$ cat config.mk
export PLATFORM = sky130hd
export DESIGN_NAME = fsp_protect_lock
export DESIGN_NICKNAME = d
export VERILOG_FILES = /design/src/inc/fsp_pkg.sv /design/src/design/fsp_pin_sync.sv /design/src/design/fsp_protect_lock.sv
export SDC_FILE = /design/constraint.sdc
export NUM_CORES = 1
export LEC_CHECK = 0
export ABC_AREA = 0
export BUFFER_PORTS_ARGS = -buffer_cell sky130_fd_sc_hd__buf_2
export CAP_MARGIN = 20
export CORE_MARGIN = 1.5
export CORE_UTILIZATION = 35
export CTS_BUF_LIST = sky130_fd_sc_hd__clkbuf_4 sky130_fd_sc_hd__clkbuf_8 sky130_fd_sc_hd__clkbuf_16
export DETAILED_ROUTE_END_ITERATION = 7
export HOLD_SLACK_MARGIN = 0.08
export PLACE_DENSITY_LB_ADDON = 0.25
export SLEW_MARGIN = 20
export SYNTH_ARGS = -nofsm -noshare
export SYNTH_HDL_FRONTEND = slang
export SYNTH_HIERARCHICAL = 1
export SYNTH_SLANG_ARGS = --single-unit
$ cat constraint.sdc
create_clock -name clk_sys -period 1.3 [get_ports clk_sys]
set_input_delay 0 -clock clk_sys [delete_from_list [all_inputs] [get_ports clk_sys]]
set_output_delay 0 -clock clk_sys [all_outputs]
set_load 0.1 [all_outputs]
$ cat src/inc/fsp_pkg.sv
// Purpose: Shared constants and types for the flash sector protect and lock block
// Assumes: SPI mode 0 or 3, MSB first, one status byte per write
// Notes:   Sector map and opcode values kept here so every file agrees
package fsp_pkg;

  // Serial opcodes
  localparam logic [7:0] OP_WRITE_STATUS = 8'h01;
  localparam logic [7:0] OP_READ_STATUS  = 8'h05;
  localparam logic [7:0] OP_READ_PROT    = 8'h3c;

  // Sector map: equal sectors chosen by address bits 18..16
  localparam int unsigned NUM_SECTORS     = 8;
  localparam int unsigned SECT_IDX_W      = 3;
  localparam int unsigned SECT_ADDR_LSB   = 16;
  localparam int unsigned ADDR_W          = 24;
  localparam logic [1:0]  ADDR_LAST_BYTE  = 2'h2;
  localparam logic [2:0]  BIT_LAST        = 3'h7;

  // Status byte fields
  localparam int unsigned ST_LOCK_BIT     = 7;
  localparam int unsigned ST_WPP_BIT      = 4;
  localparam int unsigned ST_SWP_HI       = 3;
  localparam int unsigned ST_SWP_LO       = 2;
  localparam int unsigned ST_GLOB_HI      = 5;
  localparam int unsigned ST_GLOB_LO      = 2;
  localparam logic [3:0]  GLOB_UNPROTECT  = 4'h0;
  localparam logic [3:0]  GLOB_PROTECT    = 4'hf;

  // Protection read reply bytes
  localparam logic [7:0]  PROT_BYTE_SET   = 8'hff;
  localparam logic [7:0]  PROT_BYTE_CLR   = 8'h00;

  // Software protection summary codes
  localparam logic [1:0]  SWP_NONE        = 2'h0;
  localparam logic [1:0]  SWP_SOME        = 2'h1;
  localparam logic [1:0]  SWP_ALL         = 2'h3;

  // Reset values
  localparam logic        LOCK_RST        = 1'b0;

  typedef logic [NUM_SECTORS-1:0] fsp_sect_vec_t;

  localparam fsp_sect_vec_t PROT_RST      = '1;
  localparam fsp_sect_vec_t PROT_NONE     = '0;

  typedef enum logic [2:0] {
    PH_IDLE,
    PH_CMD,
    PH_ADDR,
    PH_WSTAT,
    PH_RSTAT,
    PH_RPROT,
    PH_IGNORE
  } fsp_phase_t;

endpackage

$ cat src/design/fsp_pin_sync.sv
// Purpose: Three-stage pin synchroniser with agreement filter
// Assumes: Inputs are asynchronous to clk_sys
// Notes:   Output follows only when stages two and three agree
`timescale 1ns/10ps
module fsp_pin_sync #(
  parameter int unsigned WIDTH   = 1,
  parameter logic        RST_VAL = 1'b0
) (
  input  wire logic             clk_sys,
  input  wire logic             srst,
  input  wire logic [WIDTH-1:0] pin_async,
  output logic      [WIDTH-1:0] pin_q
);

  typedef struct packed {
    logic [WIDTH-1:0] s1;
    logic [WIDTH-1:0] s2;
    logic [WIDTH-1:0] s3;
    logic [WIDTH-1:0] q;
  } fsp_sync_st_t;

  fsp_sync_st_t st_r;
  fsp_sync_st_t st_nxt;

  always_comb begin
    st_nxt    = st_r;
    st_nxt.s1 = pin_async;
    st_nxt.s2 = st_r.s1;
    st_nxt.s3 = st_r.s2;
    for (int i = 0; i < WIDTH; i++) begin
      if (st_r.s2[i] == st_r.s3[i]) begin
        st_nxt.q[i] = st_r.s3[i];
      end
    end
  end

  always_ff @(posedge clk_sys) begin
    if (srst) begin
      st_r <= '{s1: {WIDTH{RST_VAL}}, s2: {WIDTH{RST_VAL}}, s3: {WIDTH{RST_VAL}},
                q: {WIDTH{RST_VAL}}};
    end else begin
      st_r <= st_nxt;
    end
  end

  assign pin_q = st_r.q;

endmodule // fsp_pin_sync

$ cat src/design/fsp_protect_lock.sv
// Purpose: Sector protection and lock logic behind the serial flash SPI pins
// Assumes: SPI mode 0 or 3; pins sampled by clk_sys, well above the serial rate
// Notes:   Status write takes effect when its first data byte completes
`timescale 1ns/10ps
module fsp_protect_lock (
  input  wire logic                   clk_sys,
  input  wire logic                   srst,
  input  wire logic                   spi_sck,
  input  wire logic                   spi_cs_n,
  input  wire logic                   spi_si,
  input  wire logic                   wp_n,
  output logic                        spi_so,
  output logic                        spi_so_oe_n,
  output logic                        protect_regs_lock_bit,
  output fsp_pkg::fsp_sect_vec_t      sector_prot,
  output logic [1:0]                  sw_protect_summary,
  output logic                        hw_locked
);
  import fsp_pkg::*;

  ////////////////////////////////////////////////////////////////////////////
  // Pin synchronisers

  logic [3:0] pins_async;
  logic [3:0] pins_q;
  logic       sck_q;
  logic       cs_n_q;
  logic       si_q;
  logic       wp_n_q;

  assign pins_async = {wp_n, spi_si, spi_cs_n, spi_sck};

  fsp_pin_sync #(
    .WIDTH   (4),
    .RST_VAL (1'b1)
  ) u_sync (
    .clk_sys   (clk_sys),
    .srst      (srst),
    .pin_async (pins_async),
    .pin_q     (pins_q)
  );

  assign sck_q  = pins_q[0];
  assign cs_n_q = pins_q[1];
  assign si_q   = pins_q[2];
  assign wp_n_q = pins_q[3];

  ////////////////////////////////////////////////////////////////////////////
  // State

  typedef struct packed {
    fsp_phase_t          phase;
    logic                sck_d;
    logic [2:0]          bit_cnt;
    logic [1:0]          addr_cnt;
    logic [7:0]          shift;
    logic [ADDR_W-1:0]   addr;
    logic [7:0]          out_byte;
    logic [2:0]          out_idx;
    logic                so;
    logic                so_oe_n;
    logic                lock;
    fsp_sect_vec_t       prot;
  } fsp_st_t;

  fsp_st_t st_r;
  fsp_st_t st_nxt;

  ////////////////////////////////////////////////////////////////////////////
  // Derived status

  logic                  prot_all;
  logic                  prot_any;
  logic [1:0]            summary;
  logic [7:0]            status_byte;
  logic [SECT_IDX_W-1:0] sect_idx;
  logic [7:0]            prot_byte;

  assign prot_all = &st_r.prot;
  assign prot_any = |st_r.prot;

  always_comb begin
    if (prot_all) begin
      summary = SWP_ALL;
    end else if (prot_any) begin
      summary = SWP_SOME;
    end else begin
      summary = SWP_NONE;
    end
  end

  // Read-back never shows written bits 5..2
  always_comb begin
    status_byte                        = '0;
    status_byte[ST_LOCK_BIT]           = st_r.lock;
    status_byte[ST_WPP_BIT]            = wp_n_q;
    status_byte[ST_SWP_HI:ST_SWP_LO]   = summary;
  end

  assign sect_idx  = st_r.addr[SECT_ADDR_LSB +: SECT_IDX_W];
  // Pin state plays no part here
  assign prot_byte = st_r.prot[sect_idx] ? PROT_BYTE_SET : PROT_BYTE_CLR;

  ////////////////////////////////////////////////////////////////////////////
  // Next state

  logic       sck_rise;
  logic       sck_fall;
  logic [7:0] sh_in;
  logic       byte_done;
  logic [3:0] glob_field;
  logic [7:0] load_byte;
  logic       first_bit;
  fsp_phase_t ph_eff;

  assign sck_rise   = sck_q & ~st_r.sck_d;
  assign sck_fall   = ~sck_q & st_r.sck_d;
  assign sh_in      = {st_r.shift[6:0], si_q};
  assign byte_done  = (st_r.bit_cnt == BIT_LAST);
  assign glob_field = sh_in[ST_GLOB_HI:ST_GLOB_LO];
  assign first_bit  = (st_r.out_idx == '0);
  assign ph_eff     = (st_r.phase == PH_IDLE) ? PH_CMD : st_r.phase;

  // Each reply byte is sampled afresh at its first bit
  always_comb begin
    load_byte = first_bit ?
                ((st_r.phase == PH_RSTAT) ? status_byte : prot_byte) : st_r.out_byte;
  end

  ////////////////////////////////////////////////////////////////////////////
  // Counters and address capture

  logic [2:0]        bit_cnt_inc;
  logic [1:0]        addr_cnt_inc;
  logic [ADDR_W-1:0] addr_shift;
  logic              addr_last;

  assign bit_cnt_inc  = st_r.bit_cnt + 3'h1;
  assign addr_cnt_inc = st_r.addr_cnt + 2'h1;
  assign addr_shift   = {st_r.addr[ADDR_W-9:0], sh_in};
  assign addr_last    = (st_r.addr_cnt == ADDR_LAST_BYTE);

  ////////////////////////////////////////////////////////////////////////////
  // Opcode decode

  fsp_phase_t cmd_phase;

  always_comb begin
    unique case (sh_in)
      OP_WRITE_STATUS: begin
        cmd_phase = PH_WSTAT;
      end
      OP_READ_STATUS: begin
        cmd_phase = PH_RSTAT;
      end
      OP_READ_PROT: begin
        cmd_phase = PH_ADDR;
      end
      default: begin
        cmd_phase = PH_IGNORE;
      end
    endcase
  end

  ////////////////////////////////////////////////////////////////////////////
  // Status write decode

  logic          hard_lock;
  logic          soft_lock;
  logic          glob_unprot;
  logic          glob_prot;
  logic          wr_lock_val;
  fsp_sect_vec_t wr_prot_val;

  assign hard_lock   = st_r.lock & ~wp_n_q;
  assign soft_lock   = st_r.lock & wp_n_q;
  assign glob_unprot = (glob_field == GLOB_UNPROTECT);
  assign glob_prot   = (glob_field == GLOB_PROTECT);

  // Bits 5..2 steer the global action and are never kept
  always_comb begin
    wr_lock_val = st_r.lock;
    wr_prot_val = st_r.prot;
    if (hard_lock) begin
      wr_lock_val = st_r.lock;
    end else if (soft_lock) begin
      // Lock may clear, globals wait for a second write
      wr_lock_val = sh_in[ST_LOCK_BIT];
    end else begin
      wr_lock_val = sh_in[ST_LOCK_BIT];
      if (glob_unprot) begin
        wr_prot_val = PROT_NONE;
      end else if (glob_prot) begin
        wr_prot_val = PROT_RST;
      end
    end
  end

  ////////////////////////////////////////////////////////////////////////////
  // Reply shifter

  logic       out_phase;
  logic       out_step;
  logic       so_bit;
  logic [7:0] so_shift;
  logic [2:0] so_idx;

  assign out_phase = (ph_eff == PH_RSTAT) || (ph_eff == PH_RPROT);
  assign out_step  = sck_fall & out_phase;
  assign so_bit    = load_byte[7];
  assign so_shift  = {load_byte[6:0], 1'b0};
  assign so_idx    = st_r.out_idx + 3'h1;

  ////////////////////////////////////////////////////////////////////////////
  // Command sequencer

  always_comb begin
    st_nxt       = st_r;
    st_nxt.sck_d = sck_q;

    if (cs_n_q) begin
      // Release at any point ends the command and floats output
      st_nxt.phase    = PH_IDLE;
      st_nxt.bit_cnt  = '0;
      st_nxt.addr_cnt = '0;
      st_nxt.out_idx  = '0;
      st_nxt.so_oe_n  = 1'b1;
    end else begin
      st_nxt.phase = ph_eff;

      if (sck_rise) begin
        st_nxt.shift   = sh_in;
        st_nxt.bit_cnt = bit_cnt_inc;
        if (byte_done) begin
          unique case (ph_eff)
            PH_CMD: begin
              st_nxt.phase = cmd_phase;
            end
            PH_ADDR: begin
              st_nxt.addr     = addr_shift;
              st_nxt.addr_cnt = addr_cnt_inc;
              if (addr_last) begin
                st_nxt.phase = PH_RPROT;
              end
            end
            PH_WSTAT: begin
              // Only the first data byte counts
              st_nxt.phase = PH_IGNORE;
              st_nxt.lock  = wr_lock_val;
              st_nxt.prot  = wr_prot_val;
            end
            PH_IDLE, PH_RSTAT, PH_RPROT, PH_IGNORE: begin
              st_nxt.phase = ph_eff;
            end
          endcase
        end
      end

      // Shift out MSB first on each falling edge, byte reloads on wrap
      if (out_step) begin
        st_nxt.so       = so_bit;
        st_nxt.out_byte = so_shift;
        st_nxt.out_idx  = so_idx;
        st_nxt.so_oe_n  = 1'b0;
      end
    end
  end

  always_ff @(posedge clk_sys) begin
    if (srst) begin
      st_r.phase    <= PH_IDLE;
      st_r.sck_d    <= 1'b1;
      st_r.bit_cnt  <= '0;
      st_r.addr_cnt <= '0;
      st_r.shift    <= '0;
      st_r.addr     <= '0;
      st_r.out_byte <= '0;
      st_r.out_idx  <= '0;
      st_r.so       <= 1'b0;
      st_r.so_oe_n  <= 1'b1;
      st_r.lock     <= LOCK_RST;
      st_r.prot     <= PROT_RST;
    end else begin
      st_r <= st_nxt;
    end
  end

  ////////////////////////////////////////////////////////////////////////////
  // Outputs

  assign spi_so                = st_r.so;
  assign spi_so_oe_n           = st_r.so_oe_n;
  assign protect_regs_lock_bit = st_r.lock;
  assign sector_prot           = st_r.prot;
  assign sw_protect_summary    = summary;
  assign hw_locked             = hard_lock;

endmodule // fsp_protect_lock

==> summary.txt <==
status - complete, but fails checks
failing checks - negative setup slack
Via density - 4.731
final hold viol count - 0
Setup crit start - st_r[56]
Setup crit end kind - flop
unrepaired setup endpoints after global routing - yes
hold path depth - 1
via count - 1547
Cells after Synth - 218
Mapped Avg Cell Area - 9.183 um^2
full die area - 6183 um^2
Post-synth EDFFs - 0
placer congestion estimate - 0.8015
Worst Hold Launch - u_sync/st_nxt[8]
reg2reg path depth - 6
worst hold-check path type - reg2reg
DRC viols - 0
most common cell after layout, fill and taps aside - dfxtp_1
drt wl/cell - 11.57 um
max-cap violations - 0
Design Area, Final - 2751 um^2
DP Worst Slack - -0.08909 ns
Tot GR Track Use - 0.1351
CP arrival - 1.52 ns
DR pass1 iterations - 4
Unique masters post-synth - 40
sequential share of the synthesized area - 0.4600
Cell Pwr Density - 863.7 nW/um^2
Root Buffer - clkbuf_8
Detailed Place HPWL - 2569 um
first-pass GRT wire length - 6693 um
Area after DPL - 2392 um^2
initial antenna violation count - 0
Net count, final - 265
CTS clk-pin slew, worst paths - 0.08 ns
Starting Density - 0.3636
synthesis-stage register bit count - 46
Std-Cell Rows - 27
core area - 5507 um^2
Post-Syn Area - 2002 um^2
Setup TNS - -0.04388 ns
GRT overflow - 0
critical path type - reg2reg
Post-synth ARST share - 0
Fmax - 0.7550 GHz
Startpoint Class - flop
Slew Limit Headroom - 0.6796
cts bufs inserted - 5
IO Port Bufs - 19
Worst EP required - 1.49 ns
total power - 2.376 mW
Layout Skew - 0.008987 ns
worst ir drop on vdd - 0.6020 mV
number of global-route vias before repair - 1518
Setup WS post-layout - -0.02457 ns
Die W - 78.63 um
Seq. cell area - 938.4 um^2
final setup fails - 3
internal reg-to-reg setup slack - -0.02 ns
Synth Warn # - 6
CTS sink cnt - 46
CTS tree - yes
initial drt markers - 60
largest net degree at the start of global routing - 34
critical path peak fanout - 3
Final Critical Period - 1.325 ns
Syn Nets - 229
Main synth FF type - dfxtp_1
measured slew at the worst slew-check pin - 0.4839 ns
area of the multi-input gates - 1074 um^2
DRT Wirelength - 3785 um
Die H - 78.63 um
FF-to-FF Start - st_r[56]
post-layout util - 0.4997
Leak - 1.075 nW
worst r2r dst - st_r[60]
share of layout cells above drive strength 1 - 0.4039
fillers - 531
Final ANT Viol Nets - 0
Pins Over Slew Limit - 0
H-tree levels - 2
Bufs on Longest Clock Path - 2
hold endpoint - u_sync/st_nxt[4]
period utilization - 1.019
commonest non-fill, non-tap cells in the layout - dfxtp_1 (36), buf_4 (27), nor2_1 (26), a21oi_1 (12), or2_1 (12)
clock latency on the worst-skew pair - 0.29 ns
antenna diode count - 0
P&R area growth vs syn - 37.44%
IO Pins - 20
-- where the power goes --
group	leakage [nW]	internal [mW]	switching, mW	total (mW)
combinational	0.646	0.0287	0.0238	0.0525
sequential	0.378	1.42	0.00593	1.42
clock	0.0517	0.450	0.449	0.899
-- cell families (layout without fill, tap and decap cells) --
| logic type | count (synthesis) | count (layout) | synth area share |
|---|---|---|---|
| flip-flops | 46 | 46 | 0.4600 |
| AND/OR/NAND/NOR | 81 | 81 | 0.2131 |
| multiplexers | 10 | 10 | 0.05063 |
| adder cells (fa/ha/maj) | 5 | 5 | 0.03125 |
| buffers and inverters | 31 | 68 | 0.09812 |
| AO/OA/AOI/OAI | 41 | 41 | 0.1294 |
| XOR/XNOR | 4 | 4 | 0.01750 |
-- flip-flops by register name, summed over array words and instances (netlist names) --
name and flops:
addr_shift 7, protect_regs_lock_bit 1, sector_prot 1, spi_so 1, spi_so_oe_n 1, st_r 19, u_sync/pin_q 4, u_sync/st_nxt 8
u_sync/st_r 4
-- metal layers --
| layer | up-vias | share of wire | track usage |
|---|---|---|---|
| met5 | - | 0 | 0 |
| met4 | 0 | 0.010 | 0.04821 |
| met3 | 4 | 0.031 | 0.03488 |
| met2 | 21 | 0.48 | 0.2172 |
| met1 | 722 | 0.48 | 0.1738 |
| li1 | 800 | - | - |
-- stage by stage --
stage	cells	hold WS (ns)
3_3_place_gp	310	0.1770
3_5_place_dp	310	0.1789
2_1_floorplan	218	0.09714
5_1_grt	327	0.4228
4_1_cts	326	0.4006
6_report	327	0.4097
-- worst max path at each step --
stage | end | slack, ns | cells past startpoint
after floorplan | spi_so | -0.04 | 5
after global placement | spi_so | -0.09 | 6
after detailed placement | spi_so | -0.09 | 6
after CTS | st_r[62] | -0.02 | 4
after global routing | st_r[18] | -0.12 | 5
final | st_r[60] | -0.02 | 6
-- worst max-delay path, stage by stage, from the launching register on --
cell and delay, ns:
dfxtp_2 0.36, ha_4 0.14, ha_4 0.12, nand3b_1 0.16
a21oi_2 0.16, o31ai_2 0.08, o221a_2 0.22
-- cell type report --
class | count | area share
clock buffers | 7 | 0.03274
clock inverters | 1 | 0.001819
inverters | 6 | 0.008186
multi-input cells | 141 | 0.3902
flip-flops and latches | 46 | 0.3411
well taps | 72 | 0.03274
repair buffers | 54 | 0.1933
-- what timing repair did --
item / CTS / global route
gates cloned: 0 / 0
buffers inserted: 3 / 1
endpoints found under the hold margin: 9 / 0
resized for setup: 23 / 23
hold buffers: 5 / 0
setup endpoints to repair: 18 / 16
pin swaps: 8 / 7
-- cells in the mapped netlist, drive strengths merged, types with 3 or more instances --
| cell | count | share of area |
|---|---|---|
| o21bai | 6 | 0.022 |
| nand3 | 4 | 0.010 |
| nor2 | 30 | 0.056 |
| nor2b | 5 | 0.016 |
| nand2 | 9 | 0.017 |
| ha | 5 | 0.031 |
| dfxtp | 46 | 0.46 |
| a21oi | 14 | 0.035 |
| buf | 20 | 0.075 |
| nor3b | 4 | 0.015 |
| xnor2 | 3 | 0.013 |
| mux2i | 9 | 0.045 |
| o21ai | 7 | 0.017 |
| inv | 6 | 0.011 |
| or2 | 14 | 0.044 |
| a211oi | 6 | 0.022 |
| clkbuf | 4 | 0.0075 |
(Power assumes the default switching activity.)
